`src/include/sld_pkg.sv`:
```
// constants shared by both ends of the serial latched driver link
// ----------------------------------------------------------------
// Operation
// - clock rising edge captures serial data bit
// - later edges shift all eight stages onward
// - host sets data before capturing edge
// - strobe high follows register, low holds
// - latch bypass needs enable high while shifting
// - enable high blanks outputs, keeps state
// - enable low drives outputs from latches
// - strobe raised 300 ns after last edge
// - strobe pulse at least 100 ns wide
// - clock pulse at least 150 ns wide
// - data level held at least 150 ns
// - outputs follow strobe within 1.0 us
// ----------------------------------------------------------------
package sld_pkg;
  localparam int unsigned WIDTH         = 8;
  localparam int unsigned FIFO_DEPTH    = 8;
  localparam int unsigned CLK_PERIOD_NS = 25;
  localparam int unsigned STB_DELAY_NS  = 300;
  localparam int unsigned STB_WIDTH_NS  = 100;
  localparam int unsigned SCK_WIDTH_NS  = 150;
  localparam int unsigned DATA_HOLD_NS  = 150;
  localparam real         OUT_DELAY_US  = 1.0;
  // least times round up to whole cycles
  localparam int unsigned STB_DELAY_CYC = (STB_DELAY_NS + CLK_PERIOD_NS - 1) / CLK_PERIOD_NS;
  localparam int unsigned STB_WIDTH_CYC = (STB_WIDTH_NS + CLK_PERIOD_NS - 1) / CLK_PERIOD_NS;
  localparam int unsigned SCK_HALF_CYC  = (SCK_WIDTH_NS + CLK_PERIOD_NS - 1) / CLK_PERIOD_NS;
  localparam int unsigned DATA_HOLD_CYC = (DATA_HOLD_NS + CLK_PERIOD_NS - 1) / CLK_PERIOD_NS;
  localparam logic [WIDTH-1:0] OUT_OFF  = 8'h00;
  localparam logic [WIDTH-1:0] ZERO     = 8'h00;

  typedef enum logic [2:0]
  {
    ST_IDLE  = 3'b000,
    ST_LOW   = 3'b001,
    ST_HIGH  = 3'b010,
    ST_WAIT  = 3'b011,
    ST_STB   = 3'b100
  } sld_host_st_t;
endpackage : sld_pkg

```
`src/include/sld_if.sv`:
```
// link between the host end and the latched driver end
`timescale 1ns/10ps
`default_nettype none
interface sld_if;
  logic                     sclk;
  logic                     sdata;
  logic                     strobe;
  logic                     enable;
  logic                     sdout;
  logic [sld_pkg::WIDTH-1:0] outs;

  modport host
  (
    output sclk,
    output sdata,
    output strobe,
    output enable,
    input  sdout,
    input  outs
  );
  modport dev
  (
    input  sclk,
    input  sdata,
    input  strobe,
    input  enable,
    output sdout,
    output outs
  );
endinterface : sld_if
`default_nettype wire

```
`src/hw/sld_host.sv`:
```
// host end: fifo of bytes, clock divider and serial shifting with strobe
`timescale 1ns/10ps
`default_nettype none
module sld_fifo
#(
  parameter int unsigned W = 8,
  parameter int unsigned D = 8
)
(
  input  wire logic          i_clock,
  input  wire logic          i_srst,
  input  wire logic          i_valid,
  output logic               o_ready,
  input  wire logic [W-1:0]  i_data,
  output logic               o_valid,
  input  wire logic          i_ready,
  output logic [W-1:0]       o_data
);
  localparam int unsigned AW = $clog2(D);
  logic [W-1:0]  mem [D];
  logic [AW-1:0] wp_q;
  logic [AW-1:0] rp_q;
  logic [AW:0]   cnt_q;
  wire           push = i_valid && o_ready;
  wire           pop  = o_valid && i_ready;

  assign o_ready = (cnt_q != (AW+1)'(D));
  assign o_valid = (cnt_q != '0);
  assign o_data  = mem[rp_q];

  always_ff @(posedge i_clock)
  begin
    if (push)
      mem[wp_q] <= i_data;
  end

  always_ff @(posedge i_clock)
  begin
    if (i_srst)
    begin
      wp_q  <= '0;
      rp_q  <= '0;
      cnt_q <= '0;
    end
    else
    begin
      if (push)
        wp_q <= (wp_q == AW'(D - 1)) ? '0 : wp_q + AW'(1);
      if (pop)
        rp_q <= (rp_q == AW'(D - 1)) ? '0 : rp_q + AW'(1);
      cnt_q <= cnt_q + (AW+1)'(push) - (AW+1)'(pop);
    end
  end
endmodule : sld_fifo

module sld_host
#(
  parameter int unsigned WIDTH = sld_pkg::WIDTH,
  parameter int unsigned DEPTH = sld_pkg::FIFO_DEPTH
)
(
  input  wire logic             i_clock,
  input  wire logic             i_srst,
  input  wire logic             i_valid,
  output logic                  o_ready,
  input  wire logic [WIDTH-1:0] i_data,
  input  wire logic             i_blank,
  output logic                  o_busy,
  output logic                  o_sdout,
  sld_if.host                   link
);
  // ----------------------------------------------------------------
  // byte queue
  // ----------------------------------------------------------------
  logic             f_valid;
  logic             f_ready;
  logic [WIDTH-1:0] f_data;

  sld_fifo #(.W(WIDTH), .D(DEPTH)) u_fifo
  (
    .i_clock (i_clock),
    .i_srst  (i_srst),
    .i_valid (i_valid),
    .o_ready (o_ready),
    .i_data  (i_data),
    .o_valid (f_valid),
    .i_ready (f_ready),
    .o_data  (f_data)
  );

  // ----------------------------------------------------------------
  // shift sequencer
  // ----------------------------------------------------------------
  sld_pkg::sld_host_st_t st_q;
  logic [WIDTH-1:0] sh_q;
  logic [3:0]       bit_q;
  logic [3:0]       cnt_q;
  logic             sclk_q;
  logic             sdat_q;
  logic             stb_q;
  logic             blank_q;
  logic [1:0]       sd_sync_q;

  wire cnt_done = (cnt_q == 4'h0);
  assign f_ready = (st_q == sld_pkg::ST_IDLE);
  assign o_busy  = (st_q != sld_pkg::ST_IDLE);

  always_ff @(posedge i_clock)
  begin
    if (i_srst)
    begin
      st_q   <= sld_pkg::ST_IDLE;
      sh_q   <= sld_pkg::ZERO;
      bit_q  <= 4'h0;
      cnt_q  <= 4'h0;
      sclk_q <= 1'b0;
      sdat_q <= 1'b0;
      stb_q  <= 1'b0;
    end
    else
    begin
      if (!cnt_done)
        cnt_q <= cnt_q - 4'h1;
      case (st_q)
        sld_pkg::ST_IDLE:
          if (f_valid)
          begin
            sh_q   <= {f_data[WIDTH-2:0], 1'b0};
            sdat_q <= f_data[WIDTH-1];
            bit_q  <= 4'(WIDTH);
            cnt_q  <= 4'(sld_pkg::SCK_HALF_CYC);
            st_q   <= sld_pkg::ST_LOW;
          end
        sld_pkg::ST_LOW:
          if (cnt_done)
          begin
            sclk_q <= 1'b1;
            cnt_q  <= 4'(sld_pkg::SCK_HALF_CYC);
            bit_q  <= bit_q - 4'h1;
            st_q   <= sld_pkg::ST_HIGH;
          end
        sld_pkg::ST_HIGH:
          if (cnt_done)
          begin
            sclk_q <= 1'b0;
            if (bit_q == 4'h0)
            begin
              cnt_q <= 4'(sld_pkg::STB_DELAY_CYC);
              st_q  <= sld_pkg::ST_WAIT;
            end
            else
            begin
              sdat_q <= sh_q[WIDTH-1];
              sh_q   <= {sh_q[WIDTH-2:0], 1'b0};
              cnt_q  <= 4'(sld_pkg::SCK_HALF_CYC);
              st_q   <= sld_pkg::ST_LOW;
            end
          end
        sld_pkg::ST_WAIT:
          if (cnt_done)
          begin
            stb_q <= 1'b1;
            cnt_q <= 4'(sld_pkg::STB_WIDTH_CYC);
            st_q  <= sld_pkg::ST_STB;
          end
        sld_pkg::ST_STB:
          if (cnt_done)
          begin
            stb_q <= 1'b0;
            st_q  <= sld_pkg::ST_IDLE;
          end
        default:
          st_q <= sld_pkg::ST_IDLE;
      endcase
    end
  end

  // blanking register; cascade input synchronised
  always_ff @(posedge i_clock)
  begin
    if (i_srst)
    begin
      blank_q   <= 1'b1;
      sd_sync_q <= 2'b00;
    end
    else
    begin
      blank_q   <= i_blank;
      sd_sync_q <= {sd_sync_q[0], link.sdout};
    end
  end

  assign link.sclk   = sclk_q;
  assign link.sdata  = sdat_q;
  assign link.strobe = stb_q;
  assign link.enable = blank_q;
  assign o_sdout     = sd_sync_q[1];
endmodule : sld_host
`default_nettype wire

```
`src/flat_wrapper.sv`:
```
// flat-port wrapper written by rule: the top's interface ports become plain ports
module sld_host_flat 
#(
  parameter int unsigned WIDTH = sld_pkg::WIDTH,
  parameter int unsigned DEPTH = sld_pkg::FIFO_DEPTH
)
  (i_clock, i_srst, i_valid, o_ready, i_data, i_blank, o_busy, o_sdout, link_sclk, link_sdata, link_strobe, link_enable, link_sdout, link_outs);
  sld_if link_i ();
  input  wire logic i_clock;
  input  wire logic i_srst;
  input  wire logic i_valid;
  output logic o_ready;
  input  wire logic [WIDTH-1:0] i_data;
  input  wire logic i_blank;
  output logic o_busy;
  output logic o_sdout;
  output wire logic [$bits(link_i.sclk)-1:0] link_sclk;
  output wire logic [$bits(link_i.sdata)-1:0] link_sdata;
  output wire logic [$bits(link_i.strobe)-1:0] link_strobe;
  output wire logic [$bits(link_i.enable)-1:0] link_enable;
  input wire logic [$bits(link_i.sdout)-1:0] link_sdout;
  input wire logic [$bits(link_i.outs)-1:0] link_outs;
  assign link_sclk = link_i.sclk;
  assign link_sdata = link_i.sdata;
  assign link_strobe = link_i.strobe;
  assign link_enable = link_i.enable;
  assign link_i.sdout = link_sdout;
  assign link_i.outs = link_outs;
  sld_host #(.WIDTH(WIDTH), .DEPTH(DEPTH)) u_core (.i_clock(i_clock), .i_srst(i_srst), .i_valid(i_valid), .o_ready(o_ready), .i_data(i_data), .i_blank(i_blank), .o_busy(o_busy), .o_sdout(o_sdout), .link(link_i));
endmodule
```
`config.mk`:
```
export PLATFORM = sky130hd
export DESIGN_NAME = sld_host_flat
export DESIGN_NICKNAME = d
export VERILOG_FILES = /design/src/include/sld_pkg.sv /design/src/include/sld_if.sv /design/src/hw/sld_host.sv /design/src/flat_wrapper.sv
export SDC_FILE = /design/constraint.sdc
export NUM_CORES = 1
export LEC_CHECK = 0
export ABC_AREA = 1
export BUFFER_PORTS_ARGS = -buffer_cell sky130_fd_sc_hd__buf_2
export CAP_MARGIN = 15
export CORE_ASPECT_RATIO = 1.1
export CORE_MARGIN = 8
export CORE_UTILIZATION = 65
export DETAILED_ROUTE_END_ITERATION = 7
export GPL_TIMING_DRIVEN = 0
export PLACE_DENSITY = 0.84
export SKIP_CTS_REPAIR_TIMING = 1
export SLEW_MARGIN = 20
export SYNTH_ARGS = -nofsm -noshare
export SYNTH_HDL_FRONTEND = slang
export SYNTH_SLANG_ARGS = --single-unit
```
`constraint.sdc`:
```
create_clock -name i_clock -period 6.9 [get_ports i_clock]
set_input_delay 1.035 -clock i_clock [delete_from_list [all_inputs] [get_ports i_clock]]
set_output_delay 1.035 -clock i_clock [all_outputs]
set_load 0.01 [all_outputs]
```
### Word-level counts from Yosys, hierarchy flattened

Memories as Yosys holds them, arrays and structs flattened. A register that Yosys moved wholly into a read port is not among the register bits.
Cells that the tools add are included.
Widths: inputs -> output; s select.

* register bits: 35
* input bits: 21
* memories kept: 1
* memory bits (writable): 64
* output and inout port bits: 7

Memory list
* u_core.u_fifo.mem: depth 8, bits a word 8, read ports 1, clocked after Yosys merged registers in 1, wr ports 1, RTL line sld_host.sv:20 `logic [W-1:0] mem [D];`

* reductions and logical operators: 16
* mux-type cells: 35
* add/subtract/negate cells: 6
* equal/unequal tests: 13

Operators with widths (number)
* $mux 4: 8
* $mux 3: 9
* $mux 8: 3
* $pmux 4 s4: 1
* $pmux 8 s2: 1
* $pmux 3 s5: 1
* $eq 3x3->1 const B: 3
* $reduce_and 3->1: 3
* $logic_not 4->1: 2
* $ne 2x1->1 const B: 4
* $pmux 4 s2: 1
* $reduce_bool 2->1: 4
* $sub 4x1->4 const B: 2
* $mux 1: 7
* $add 3x1->3 const B: 2
* $eq 3x2->1 const B: 2
* $pmux 1 s2: 3
* $reduce_and 5->1: 1
* $add 4x1->4: 1
* $ne 2x2->1 const B: 2
* $ne 4x4->1 const B: 1
* $reduce_and 4->1: 1
* $reduce_bool 4->1: 1
* $sub 4x1->4: 1
* 5 further kinds: 6

### Longest topological paths before layout

* depth after elaboration: 4
* depth in mapped cells: 13
* depth with buffers taken out: 12

### Hierarchy

A second synthesis with hierarchy kept.

* cell total of the unflattened synthesis: 549
* area, all modules: 4865.9 um^2

Modules (own cells, without submodules)
* sld_fifo: instances 1, sequential area each 2182.1 um^2, cells each 369, area each 3557.2 um^2
* sld_host: instances 1, sequential area each 480.5 um^2, cells each 180, area each 1308.8 um^2

### Worst setup path before layout

Ideal clock, no wire load.

* path kind: input -> register
* start point: in i_valid
* end point: reg u_core.u_fifo.cnt_q[2]
* slack: 4547 ps
* setup time: 129 ps
* stages on the path: 8
* buffers on the path: 0
* data arrival time: 2224 ps
* required time: 6771 ps
* path through: nand2_1 > ha_1 > inv_1 > ha_1 > inv_1 > fa_1 > xor2_1 > nor2_1

* longest elaborated chain between the ends: 3

Ends and longest elaborated chain
* from (decl): RTL line flat_wrapper.sv:11 `input wire logic i_valid;`
* $logic_and 1x1->1: RTL line sld_host.sv:24 `wire push = i_valid && o_ready;`
* $add 4x1->4: RTL line sld_host.sv:51 `cnt_q <= cnt_q + (AW+1)'(push) - (AW+1)'(pop);`
* $sub 4x1->4: RTL line sld_host.sv:51
* to (signal assigned): RTL line sld_host.sv:51
* to (decl): RTL line sld_host.sv:23 `logic [AW:0] cnt_q;`

No other way between the ends.
A chain may end at the register's enable or synchronous reset.

### Worst setup path in the final report

* start point: reg u_core.st_q[2]
* end point: out o_busy

* longest elaborated chain between the ends: 1

Ends and longest elaborated chain
* from (decl): RTL line sld_host.sv:94 `sld_pkg::sld_host_st_t st_q;`
* from (signal assigned): RTL line sld_host.sv:112 `st_q <= sld_pkg::ST_IDLE;`
* from (signal assigned): RTL line sld_host.sv:132 `st_q <= sld_pkg::ST_LOW;`
* from (signal assigned): RTL line sld_host.sv:140 `st_q <= sld_pkg::ST_HIGH;`
* $reduce_bool 3->1: RTL line sld_host.sv:106 `assign o_busy = (st_q != sld_pkg::ST_IDLE);`
* to (decl): RTL line flat_wrapper.sv:15 `output logic o_busy;`

No other way between the ends.

==> results.ini <==
[run_status]
outcome=finished, final reports clean

[finish]
num_antenna_cells=0
drive_above_1_share_pct=14.3
final_util_pct=71.5
final_nets=550
fin_cells=604
areaGrowthSynthToFinish_pct=8.44

[setup_path]
r2r-start=u_core.u_fifo.cnt_q[2]
worstRegToRegCells=13
r2r_end=u_core.u_fifo.cnt_q[2]
cp_data_required_time_ns=5.86
critPathLaunchType=flop
r2r_setup_slack_ns=4.50
arrival_ns=1.38
critical_path_class=reg2out
cp-end-kind=output port
critPathMaxFanout=6

[hold_path]
min_to=u_core.sd_sync_q[1]
min-delay-path-class=reg2reg
holdPathStages=2
min_from=u_core.sd_sync_q[0]

[sta]
fin_setup_tns_ns=0
slew_viol_final=0
finalCritPeriodShare_pct=35.0
hold_viol=0
finalSetupViolations=0
finClkSkew_ns=0.00979
max_slew_margin_pct=37.2
fmax_mhz=414
min_period_ns=2.41
rsz0062_at_grt=false
worstMarginPinSlew_ns=0.939
fin_hold_ws_ns=0.413

[power_and_ir_drop]
switching_share_pct=42.8
peakVddDrop_uv=256
total_power_mw=2.14
p_leak_nw=2.07
p_switching_mw=0.914
power_frac_seq_pct=37.0
clkPwrFrac_pct=16.3
p_comb_share_pct=46.6
pwr_density_cell_mw_per_mm2=434
p_int_mw=1.22

[synth]
synth-simple-area-share_pct=23.2
synth_top_family_by_area=simple AND/OR/NAND/NOR gates
yosys.cell_types.count=33
synth_compound_area_share_pct=7.22
syn-cell-area_mm2=0.00454
syn_nets=520
ys_seq_elements=101
synth_top_cell_by_area=edfxtp_1
yosysSeqAreaShare_pct=58.7
synthMuxAreaShare_pct=0
synth_area_leaders=edfxtp_1 (42%), dfxtp_1 (16%), nand2_1 (9.8%)
synth_xor_area_share_pct=0.579
netlist_instances=484
yosys_warnings=0
yosysTopAreaCellShare_pct=42.3
synthAdderAreaFrac_pct=4.30
syn_area_per_cell_um2=9.38

[clock_tree]
cts_buffers=9
htreeDepth=3
cts_tree=yes
clock-sinks=101
clk_pin_slew_worst_paths_ns=0.09
cts_buffer_depth=2
root_buffer=clkbuf_8
clock_latency_ns=0.36

[global_routing]
grt_pass1_vias=3241
grt_usage_pct=19.7
grt_max_degree=19
grt_pass1_wl_um=15000
gr-total-overflow=0
grt_antenna_before_repair=0

[floorplan]
core-area_mm2=0.00689
initial_core_util_pct=65.9
rows=32
pin_count=28
die-area_mm2=0.00991
die_h_um=104
die_w_um=95.7

[route]
dr.pass1.iters=5
drtAntennaViolNets=0
wirelength_um=9380
via_per_inst=5.52
wl_per_cell_um=15.5
drcViolationCount=0
num_vias=3336
drtIter0Drc=203

[job]
drv_cap=0

[place]
io_buffers=19
dpl.hpwl_um=6330
place_congestion=0.857
place_inst=588

-- kinds of logic after synthesis --
kind of cell               after synthesis
xor gates and xnor gates                 3
adders and majority gates               15
buffers and inverters                   66
and+or+nand+nor                        242
DFF                                    101
AOI/OAI and AO/OA                       57
-- layout by cell type, fill, tap and decap left out, drive strengths merged --
| master | instances |
|---|---|
| clkbuf | 15 |
| and3 | 1 |
| xor2 | 2 |
| fa | 1 |
| clkinvlp | 1 |
| buf | 31 |
| a211oi | 1 |
| dfxtp | 37 |
| edfxtp | 64 |
| xnor2 | 1 |
| or2 | 2 |
| a21o | 1 |
| nand4 | 5 |
| o21ai | 30 |
| nor3 | 1 |
| clkinv | 2 |
| nand2 | 131 |
| a21oi | 22 |
| nor2 | 69 |
| nand3 | 33 |
| o211a | 1 |
| inv | 52 |
| ha | 14 |
| o211ai | 2 |
-- power by group through the flow --
stage	clock network (mW)	logic [mW]	registers (mW)
3_5_place_dp	0	0.976	0.804
5_1_grt	0.372	1.12	0.801
6_report	0.349	0.996	0.791
4_1_cts	0.347	0.989	0.790
2_1_floorplan	0	0.751	0.794
3_3_place_gp	0	0.938	0.799
-- synth_stat cells (all sizes together) --
| master | instances |
|---|---|
| nand3 | 33 |
| nand4 | 5 |
| a211oi | 1 |
| nand2 | 131 |
| o21ai | 30 |
| ha | 14 |
| or2 | 2 |
| a21o | 1 |
| and3 | 1 |
| xor2 | 2 |
| nor2 | 69 |
| clkbuf | 5 |
| a21oi | 22 |
| inv | 49 |
| fa | 1 |
| edfxtp | 64 |
| nor3 | 1 |
| buf | 12 |
| o211a | 1 |
| dfxtp | 37 |
| o211ai | 2 |
| xnor2 | 1 |
-- final cells by class --
type	instances	area [um^2]
sequential	101	2660
fill	533	1970
multi-input combinational	317	1600
inverter	49	184
clock buffer	10	128
tap	85	106
timing repair buffer	19	95.1
buffer	17	91.3
clock inverter	6	53.8
-- sequential cells by signal, indices dropped and copies added (netlist names), named ones only --
| register | cells |
|---|---|
| u_core.link.enable | 1 |
| u_core.u_fifo.mem | 64 |
| u_core.sd_sync_q | 2 |
| u_core.sh_q | 7 |
| u_core.link.sdata | 1 |
| u_core.cnt_q | 4 |
| u_core.link.strobe | 1 |
| u_core.link.sclk | 1 |
| u_core.bit_q | 4 |
| u_core.u_fifo.cnt_q | 4 |
| u_core.u_fifo.rp_q | 3 |
| u_core.u_fifo.wp_q | 3 |
| u_core.st_q | 3 |
-- critical path, stage by stage, from the launching register on --
cell	delay (ns)
dfxtp_1	0.51
inv_2	0.11
nand2_4	0.08
inv_2	0.06
nand2_4	0.11
buf_2	0.15
-- per-stage QoR --
step                      area, um^2  setup slack, ns
after floorplan                 4540             4.55
after global placement          4740             4.35
after detailed placement        4740             4.29
after CTS                       4920             4.48
after global routing            4920             4.34
final                           4920             4.49
-- worst max-delay path by stage --
stage	from	endpoint	slack (ns)	cells after the start
final	u_core.st_q[2]	o_busy	4.49	5
after global routing	u_core.u_fifo.cnt_q[2]	u_core.u_fifo.cnt_q[2]	4.34	13
after CTS	u_core.u_fifo.cnt_q[2]	u_core.u_fifo.cnt_q[2]	4.48	13
after detailed placement	i_valid	u_core.u_fifo.mem[4][0]	4.29	5
after global placement	i_valid	u_core.u_fifo.mem[3][6]	4.35	5
after floorplan	i_valid	u_core.u_fifo.cnt_q[2]	4.55	8
-- per-layer routing --
metal	routed length, um	up-vias	GRT usage (%)
met5	0	-	0
met4	265	0	9.02
met3	683	30	3.68
met2	4870	139	34.5
met1	3550	1521	22.1
li1	-	1646	-
(Power assumes the default switching activity.)
